**config.mk**
```make
export PLATFORM = sky130hd
export DESIGN_NAME = srt_timer_ctrl
export DESIGN_NICKNAME = d
export VERILOG_FILES = /design/src/shared/srt_pkg.sv /design/src/rtl/srt_sync_edge.sv /design/src/rtl/srt_timer_ctrl.sv
export SDC_FILE = /design/constraint.sdc
export NUM_CORES = 1
export LEC_CHECK = 0
export BUFFER_PORTS_ARGS = -buffer_cell sky130_fd_sc_hd__buf_4
export CAP_MARGIN = 10
export CORE_ASPECT_RATIO = 2
export CORE_MARGIN = 10
export CORE_UTILIZATION = 57
export CTS_CLUSTER_DIAMETER = 150
export DETAILED_ROUTE_END_ITERATION = 12
export PLACE_DENSITY = 0.79
export SLEW_MARGIN = 10
export SYNTH_ARGS = -nofsm -noshare
export SYNTH_HDL_FRONTEND = slang
export SYNTH_SLANG_ARGS = --single-unit
```
**constraint.sdc**
```tcl
create_clock -name mclk_i -period 3.1 [get_ports mclk_i]
set_input_delay 0.31 -clock mclk_i [delete_from_list [all_inputs] [get_ports mclk_i]]
set_output_delay 0.31 -clock mclk_i [all_outputs]
set_load 0.02 [all_outputs]
```
**src/shared/srt_pkg.sv**
```systemverilog
// Constants and state types for the split reload timer control block.
package srt_pkg;
  // ==========================================================
  // Register addresses on the special function register port.
  localparam int SRT_AW = 8;
  localparam int SRT_DW = 8;
  localparam logic [7:0] SRT_ADDR_CTRL = 8'h91;
  localparam logic [7:0] SRT_ADDR_RELOAD_LO = 8'h92;
  localparam logic [7:0] SRT_ADDR_RELOAD_HI = 8'h93;
  localparam logic [7:0] SRT_ADDR_COUNT_LO = 8'h94;
  localparam logic [7:0] SRT_ADDR_COUNT_HI = 8'h95;
  // ==========================================================
  // Field positions of the timer control register.
  localparam int SRT_BIT_HFLAG = 7;
  localparam int SRT_BIT_LFLAG = 6;
  localparam int SRT_BIT_LIRQ = 5;
  localparam int SRT_BIT_CAP = 4;
  localparam int SRT_BIT_SPLIT = 3;
  localparam int SRT_BIT_RUN = 2;
  localparam int SRT_XCLK_MSB = 1;
  localparam int SRT_XCLK_LSB = 0;
  // ==========================================================
  // External clock select codes.
  localparam logic [1:0] SRT_XCLK_SYS12 = 2'h0;
  localparam logic [1:0] SRT_XCLK_EXT8 = 2'h1;
  localparam logic [1:0] SRT_XCLK_ALT12 = 2'h2;
  localparam logic [1:0] SRT_XCLK_CMP = 2'h3;
  // ==========================================================
  // Reset values and counting limits.
  localparam logic [7:0] SRT_CTRL_RESET = 8'h00;
  localparam logic [15:0] SRT_RELOAD_RESET = 16'h0000;
  localparam logic [15:0] SRT_COUNT_RESET = 16'h0000;
  localparam logic [15:0] SRT_MAX16 = 16'hffff;
  localparam logic [7:0] SRT_MAX8 = 8'hff;
  localparam int SRT_SYS_DIV = 12;
  localparam int SRT_EXT_DIV = 8;
  localparam logic [3:0] SRT_SYS_LAST = 4'(SRT_SYS_DIV - 1);
  localparam logic [2:0] SRT_EXT_LAST = 3'(SRT_EXT_DIV - 1);
  // ==========================================================
  // State of the timer control block.
  typedef struct packed {
    logic [7:0] ctrl;
    logic [15:0] reload;
    logic [15:0] count;
    logic [3:0] div12;
    logic [2:0] ext8;
    logic [7:0] rdata;
    logic irq;
  } srt_state_t;
  localparam srt_state_t SRT_STATE_RESET = '{ctrl: SRT_CTRL_RESET, reload: SRT_RELOAD_RESET,
    count: SRT_COUNT_RESET, div12: 4'h0, ext8: 3'h0, rdata: 8'h00, irq: 1'b0};
  // State of one input synchroniser with edge detector.
  typedef struct packed {
    logic s1;
    logic s2;
    logic s3;
  } srt_sync_t;
endpackage

```
**src/rtl/srt_sync_edge.sv**
```systemverilog
// Two-flop synchroniser with a rising edge detector behind it.
`timescale 1ns/100ps
`default_nettype none
module srt_sync_edge (
  input wire logic mclk_i,
  input wire logic rst_n_i,
  input wire logic async_i,
  output logic rise_o
);
  import srt_pkg::*;
  srt_sync_t st_ff;
  srt_sync_t nxt_st;
  // ==========================================================
  // Shift chain; the edge detector looks only past the second flop.
  always_comb begin
    nxt_st = st_ff;
    nxt_st.s1 = async_i;
    nxt_st.s2 = st_ff.s1;
    nxt_st.s3 = st_ff.s2;
  end
  always_ff @(posedge mclk_i or negedge rst_n_i) begin
    if (!rst_n_i) begin
      st_ff <= '0;
    end else begin
      st_ff <= nxt_st;
    end
  end
  // Rising edge of the synchronised level.
  assign rise_o = st_ff.s2 & ~st_ff.s3;
endmodule // srt_sync_edge
`default_nettype wire

```
**src/rtl/srt_timer_ctrl.sv**
```systemverilog
// Split reload timer with control register, capture mode and interrupt request.
`timescale 1ns/100ps
`default_nettype none
module srt_timer_ctrl (
  input wire logic mclk_i,
  input wire logic arst_n_i,
  input wire logic [srt_pkg::SRT_AW-1:0] sfr_addr_i,
  input wire logic sfr_wr_i,
  input wire logic [srt_pkg::SRT_DW-1:0] sfr_wdata_i,
  input wire logic timer_irq_enable_i,
  input wire logic high_byte_clock_select_i,
  input wire logic low_byte_clock_select_i,
  input wire logic comparator_i,
  input wire logic ext_osc_i,
  output logic [srt_pkg::SRT_DW-1:0] sfr_rdata_o,
  output logic irq_o
);
  import srt_pkg::*;
  logic rst_meta_ff;
  logic rst_n_ff;
  srt_state_t st_ff;
  srt_state_t nxt_st;
  logic cmp_edge;
  logic osc_edge;
  logic sys12_tick;
  logic ext8_tick;
  logic ext_tick;
  logic trig;
  logic lo_tick;
  logic hi_tick;
  logic hset;
  logic lset;
  logic [1:0] xsel;
  logic wr_ctrl;
  // ==========================================================
  // Reset release through two flops.
  always_ff @(posedge mclk_i or negedge arst_n_i) begin
    if (!arst_n_i) begin
      rst_meta_ff <= 1'b0;
      rst_n_ff <= 1'b0;
    end else begin
      rst_meta_ff <= 1'b1;
      rst_n_ff <= rst_meta_ff;
    end
  end
  // ==========================================================
  // Pin inputs are synchronised before any counting logic sees them.
  srt_sync_edge u_cmp_sync (
    .mclk_i(mclk_i),
    .rst_n_i(rst_n_ff),
    .async_i(comparator_i),
    .rise_o(cmp_edge)
  );
  srt_sync_edge u_osc_sync (
    .mclk_i(mclk_i),
    .rst_n_i(rst_n_ff),
    .async_i(ext_osc_i),
    .rise_o(osc_edge)
  );
  // ==========================================================
  // Next state: prescalers, counting, capture, software access.
  always_comb begin
    nxt_st = st_ff;
    hset = 1'b0;
    lset = 1'b0;
    wr_ctrl = sfr_wr_i && (sfr_addr_i == SRT_ADDR_CTRL);
    sys12_tick = (st_ff.div12 == SRT_SYS_LAST);
    nxt_st.div12 = sys12_tick ? 4'h0 : st_ff.div12 + 4'h1;
    ext8_tick = osc_edge && (st_ff.ext8 == SRT_EXT_LAST);
    if (osc_edge) begin
      nxt_st.ext8 = ext8_tick ? 3'h0 : st_ff.ext8 + 3'h1;
    end
    xsel = st_ff.ctrl[SRT_XCLK_MSB:SRT_XCLK_LSB];
    ext_tick = 1'b0;
    trig = 1'b0;
    // Code 10 falls back to the divided system clock and the comparator.
    unique case (xsel)
      SRT_XCLK_SYS12: begin
        ext_tick = sys12_tick;
        trig = cmp_edge;
      end
      SRT_XCLK_EXT8: begin
        ext_tick = ext8_tick;
        trig = ext8_tick;
      end
      SRT_XCLK_ALT12: begin
        ext_tick = sys12_tick;
        trig = cmp_edge;
      end
      SRT_XCLK_CMP: begin
        ext_tick = cmp_edge;
        trig = ext8_tick;
      end
    endcase
    // Each byte picks the system clock or the shared external clock.
    lo_tick = low_byte_clock_select_i ? 1'b1 : ext_tick;
    hi_tick = high_byte_clock_select_i ? 1'b1 : ext_tick;
    if (st_ff.ctrl[SRT_BIT_SPLIT]) begin
      // Low byte always runs in split mode.
      if (lo_tick) begin
        if (st_ff.count[7:0] == SRT_MAX8) begin
          nxt_st.count[7:0] = st_ff.reload[7:0];
          lset = 1'b1;
        end else begin
          nxt_st.count[7:0] = st_ff.count[7:0] + 8'h01;
        end
      end
      if (st_ff.ctrl[SRT_BIT_RUN] && hi_tick) begin
        if (st_ff.count[15:8] == SRT_MAX8) begin
          nxt_st.count[15:8] = st_ff.reload[15:8];
          hset = 1'b1;
        end else begin
          nxt_st.count[15:8] = st_ff.count[15:8] + 8'h01;
        end
      end
    end else if (st_ff.ctrl[SRT_BIT_RUN] && lo_tick) begin
      if (st_ff.count == SRT_MAX16) begin
        // In capture mode the reload pair holds captures, so wrap to zero.
        nxt_st.count = st_ff.ctrl[SRT_BIT_CAP] ? SRT_COUNT_RESET : st_ff.reload;
        hset = 1'b1;
        lset = 1'b1;
      end else begin
        nxt_st.count = st_ff.count + 16'h0001;
        lset = (st_ff.count[7:0] == SRT_MAX8);
      end
    end
    // Software writes to data registers win over counting.
    if (sfr_wr_i) begin
      unique case (sfr_addr_i)
        SRT_ADDR_CTRL: nxt_st.ctrl[SRT_BIT_LIRQ:0] = sfr_wdata_i[SRT_BIT_LIRQ:0];
        SRT_ADDR_RELOAD_LO: nxt_st.reload[7:0] = sfr_wdata_i;
        SRT_ADDR_RELOAD_HI: nxt_st.reload[15:8] = sfr_wdata_i;
        SRT_ADDR_COUNT_LO: nxt_st.count[7:0] = sfr_wdata_i;
        SRT_ADDR_COUNT_HI: nxt_st.count[15:8] = sfr_wdata_i;
        default: ;
      endcase
    end
    // Capture event wins over a reload write in the same cycle.
    if (st_ff.ctrl[SRT_BIT_CAP] && trig) begin
      nxt_st.reload = st_ff.count;
      hset = 1'b1;
    end
    // Flags: only a software write of zero clears; a hardware set wins.
    nxt_st.ctrl[SRT_BIT_HFLAG] = (wr_ctrl ? sfr_wdata_i[SRT_BIT_HFLAG]
      : st_ff.ctrl[SRT_BIT_HFLAG]) | hset;
    nxt_st.ctrl[SRT_BIT_LFLAG] = (wr_ctrl ? sfr_wdata_i[SRT_BIT_LFLAG]
      : st_ff.ctrl[SRT_BIT_LFLAG]) | lset;
    // Interrupt request is a level that follows the flags.
    nxt_st.irq = timer_irq_enable_i && (nxt_st.ctrl[SRT_BIT_HFLAG]
      || (nxt_st.ctrl[SRT_BIT_LFLAG] && nxt_st.ctrl[SRT_BIT_LIRQ]));
    // Registered read data, unmapped addresses read zero.
    unique case (sfr_addr_i)
      SRT_ADDR_CTRL: nxt_st.rdata = st_ff.ctrl;
      SRT_ADDR_RELOAD_LO: nxt_st.rdata = st_ff.reload[7:0];
      SRT_ADDR_RELOAD_HI: nxt_st.rdata = st_ff.reload[15:8];
      SRT_ADDR_COUNT_LO: nxt_st.rdata = st_ff.count[7:0];
      SRT_ADDR_COUNT_HI: nxt_st.rdata = st_ff.count[15:8];
      default: nxt_st.rdata = 8'h00;
    endcase
  end
  // State register.
  always_ff @(posedge mclk_i or negedge rst_n_ff) begin
    if (!rst_n_ff) begin
      st_ff <= SRT_STATE_RESET;
    end else begin
      st_ff <= nxt_st;
    end
  end
  assign sfr_rdata_o = st_ff.rdata;
  assign irq_o = st_ff.irq;

  logic quiet;
  assign quiet = !sfr_wr_i;
endmodule // srt_timer_ctrl
`default_nettype wire

```
* Yosys cells after proc, flatten, opt, wreduce, memory -nomap -nowiden *
Cells that the tools add are included.

word-level totals
  register bits after elaboration = 64
  input port bits = 24
  output and inout port bits = 9
  logic and storage cells = 93

operators by class
  add/subtract/negate cells = 5
  equal/unequal tests = 13
  mux-type cells = 35
  bitwise logic cells = 6
  reduce and logical (&&, ||, !) cells = 17

operators by type and width
  operator                 number
  $mux W16                 5
  $mux W8                  8
  $eq A8 B8 Y1 const B     7
  $pmux W8 S5              1
  $mux W38                 1
  $add A16 B1 Y16 const B  1
  $add A8 B1 Y8 const B    2
  $eq A16 B16 Y1 const B   1
  $mux W1                  15
  $logic_and A1 B1 Y1      7
  $mux W6                  1
  $reduce_and A2 Y1        3
  $reduce_bool A2 Y1       3
  $add A4 B1 Y4 const B    1
  $eq A2 B2 Y1 const B     2
  $eq A4 B4 Y1 const B     1
  $mux W4                  1
  $reduce_or A2 Y1         2
  $add A3 B1 Y3 const B    1
  $eq A3 B3 Y1 const B     1
  $mux W3                  1
  $pmux W1 S3              1
  $and A1 B1 Y1            2
  $eq A2 B1 Y1 const B     1
  5 further kinds          7

* Longest topological paths before layout *
  word-level depth = 13
  depth in mapped cells = 8
  depth with buffers taken out = 7

* Cells and area by module *
From an unflattened synthesis, not the netlist that was laid out.

second synthesis, totals
  cells, all modules = 462
  area, all modules = 4207.8 µm²

by module, submodules not included
  module          instances  cells an instance  area each (µm²)  sequential area each (µm²)
  srt_timer_ctrl  1          454                4030.1           1451.4
  srt_sync_edge   2          4                  88.8             75.1

* Worst setup path after synthesis *
No wires, ideal clock.

  path type = register to register
  from = reg st_ff[9] (netlist bit)
  to = reg st_ff[22] (netlist bit)
  setup time = 0.126 ns
  arrival = 2.061 ns
  data required time = 2.974 ns
  slack = 0.913 ns
  cell stages (with the launch flop) = 9
  path buffers = 1
  clock period less this slack = 2.187 ns
  cell sequence = dfrtp_1 -> ha_1 -> ha_1 -> and3b_1 -> a2111o_1 -> buf_6 -> a31oi_4 -> a31oi_1 -> a221o_1

RTL lines
  item                      line                   RTL
  start: declaration        srt_timer_ctrl.sv:21   srt_state_t st_ff;
  start signal: assignment  srt_timer_ctrl.sv:166  st_ff <= nxt_st;

==> run_results.csv <==
group,metric,value,unit
drt,dr.first_iter.drc_count,536,
global_route,grt.overflow.total,0,
die,dieWidth,81.28,um
timing,period_minus_slack,2.687,ns
critical_path,critPathKind,"flop to flop",
die,start_util,58.90,%
clocking,cts.sinks,64,
clocking,cts_root_buf,"clkbuf_16",
global_route,antenna_found_initial,0,
critical_path,start_kind,"flop",
clocking,cts.clk_slew.worst_paths,0.06,ns
synthesis,synth_edf_count,0,
synthesis,ys_seq_elements,64,
timing,hold_viol,0,
clocking,htree_levels,3,
drt,wl_per_cell,26.24,um
clocking,cts_resized,0,
power_and_ir_drop,p_per_area,638.1,nW/um2
synthesis,syn-num-nets,484,
global_route,first_global_vias,4157,
critical_path,critPathTopFamily,"compound AO/OA/AOI/OAI gates",
critical_path,cp_cell_sequence,"ha_1, ha_1, and3b_1, a2111o_1, nand2_1, o41ai_1, a211oi_1",
synthesis,avgSynthCellArea,9.407,um2
clocking,tritoncts,"yes",
drt,vias_per_cell,7.219,
status,outcome,"completed",
global_route,gr-usage-all-layers,26.34,%
timing,fmax,372.2,MHz
timing,drv_slew,0,
clocking,cts_buffer_depth,2,
power_and_ir_drop,peakVddDrop,0.5637,mV
critical_path,required,3.30,ns
timing,clock_skew,0.01212,ns
die,die_area,11590,um2
die,row_count,44,
synthesis,ys_warn_count,0,
critical_path,r2r-start,"st_ff[9]",
drt,dr.pass1.iters,5,
critical_path,path_max_fanout,17,
clocking,postCtsHoldBufs,1,
critical_path,crit_top_cell,"ha_1",
placement,place_hpwl,11130,um
global_route,grt_pass1_wl,23070,um
hold_path,hp-class,"input port to flop",
synthesis,netlist_area,4280,um2
die,ios,33,
critical_path,cpPeakStageDelay,0.64,ns
timing,setup_viol,0,
global_route,grt_max_degree,38,
clocking,cts_inserted_buffers,9,
timing,rsz0062_at_grt,"false",
critical_path,worstSetupEndpointType,"flop",
critical_path,r2r-end,"st_ff[31]",
job,maxCapViolCount,0,
placement,preCtsSetupSlack,0.4821,ns
synthesis,synth_ff_type,"dfrtp_1",
synthesis,synth_area_leaders,"dfrtp_1, mux2i_1, a21oi_1",
timing,tns,0,ns
die,core,7267,um2
synthesis,netlist_instances,455,
synthesis,yosysTopAreaCellShare,37.42,%
critical_path,cp.arrival,2.89,ns
final_layout,nNetsFinal,508,
drt,drtAntennaViolNets,0,
drt,drt-total-wl,15110,um
hold_path,whs_path_depth,1,
timing,setup_slack,0.4134,ns
hold_path,hold_start,"comparator_i",
die,die_h,142.6,um
synthesis,synth_cell_types,84,
critical_path,slowest_stage,"a2111o_1",
hold_path,whs_endpoint,"u_cmp_sync.nxt_st[1]",
timing,fin_crit_sh,86.67,%
drt,drc,0,
synthesis,async_reset_ff_share,100.0,%
critical_path,r2r_cells,7,
final_layout,drive_above_1_share,19.83,%
synthesis,synth_seq_area_share,37.42,%
power_and_ir_drop,total_power,3094,uW
final_layout,diodes,0,
clocking,insertion_delay,0.34,ns
power_and_ir_drop,p_leak,0.002094,uW
clocking,post_cts_buffers,0,
placement,place_congestion,1.006,
timing,worst_pin_slew,0.8388,ns
critical_path,regToRegSetupSlack,0.41,ns
critical_path,crit_buf_inv,0,
placement,place.port_buffers,32,
synthesis,yosysTopAreaCell,"dfrtp_1",
drt,via_count,4158,
timing,maxSlewHeadroom,43.75,%
final_layout,syn_to_final_growth,13.27,%
## power breakdown
group	switching (uW)	internal, uW
clock	382	561
combinational	484	365
sequential	304	998
## synth_stat cells (3+ instances only)
library cell,count
a21oi_1,31
nand3b_1,3
nor3_1,9
buf_4,11
nor2_1,36
nand2b_1,3
clkbuf_1,9
mux2_2,7
o211ai_1,8
buf_2,12
a31oi_1,10
nand2_1,34
and4_1,4
a211o_1,3
a221oi_1,6
a211oi_1,9
o21ai_0,15
o2bb2ai_1,4
a221o_1,10
nor4_2,3
inv_1,14
ha_1,5
a21o_1,3
nand4_1,8
mux2i_1,29
and3_1,5
dfrtp_1,64
nand3_1,16
buf_1,3
o21ai_1,10
## area by class of cell
| cell class | instances | area, um2 |
|---|---|---|
| Inverter | 14 | 52.55 |
| Clock inverter | 5 | 33.78 |
| Fill cell | 626 | 2419 |
| Sequential cell | 64 | 1603 |
| Clock buffer | 11 | 242.7 |
| Tap cell | 92 | 115.1 |
| Multi-Input combinational cell | 341 | 2431 |
| Timing Repair Buffer | 49 | 370.4 |
## state kept, by name, summed over array words and instances (netlist names)
name and count:
u_cmp_sync.nxt_st 2, u_osc_sync.st_ff 1, rst_n_ff 1, u_osc_sync.nxt_st 2, st_ff 47, sfr_rdata_o 8, rst_meta_ff 1, u_cmp_sync.st_ff 1
irq_o 1
## worst max-delay path by stage
stage	slack, ns	cells after the start	startpoint	endpoint
2_1_floorplan	0.91	8	st_ff[9]	st_ff[22]
3_3_place_gp	0.53	8	st_ff[9]	st_ff[16]
3_5_place_dp	0.48	8	st_ff[9]	st_ff[16]
4_1_cts	0.47	8	st_ff[9]	st_ff[16]
5_1_grt	0.28	7	st_ff[9]	st_ff[31]
6_report	0.41	7	st_ff[9]	st_ff[31]
## cell usage in the layout (no fill, tap or decap), types with 6 or more instances in the layout
master	synthesis	layout
a21oi_1	31	31
nand3_1	16	16
nand4_1	8	8
a211oi_1	9	9
a221o_1	10	10
mux2_2	7	7
buf_4	11	48
a221oi_1	6	6
a31oi_1	10	10
o211ai_1	8	8
nor3_1	9	9
mux2i_1	29	29
dfrtp_1	64	63
nor2_1	36	36
clkbuf_16	0	9
o21ai_1	10	9
o21ai_0	15	15
inv_1	14	14
nand2_1	34	34
## through the flow
step | util (%) | cells | cell area (um2) | hold WS [ns]
global placement | 62.78 | 559 | 4562 | 0.09129
floorplan | - | 455 | 4280 | 0.01441
finish | 66.72 | 576 | 4848 | 0.08033
CTS | 66.72 | 576 | 4848 | 0.07990
detailed placement | 62.78 | 559 | 4562 | 0.09323
global route | 66.72 | 576 | 4848 | 0.07944
## layer usage
metal,global-route usage [%],wire length (um),vias up
met1,27.58,5176,1993
li1,-,-,1776
met5,0,0,-
met3,5.570,1179,105
met4,22.18,1565,0
met2,42.95,7190,284
## cells by family after synthesis
kind of cell	share of synthesized area (%)
buffers and inverters	5.875
other	0.08761
AND/OR/NAND/NOR	21.22
adder cells (fa/ha/maj)	1.462
multiplexers	9.149
AO/OA/AOI/OAI	24.38
XOR/XNOR	0.4093
flip-flops	37.42
No activity file was read; power rests on OpenSTA's default activity.
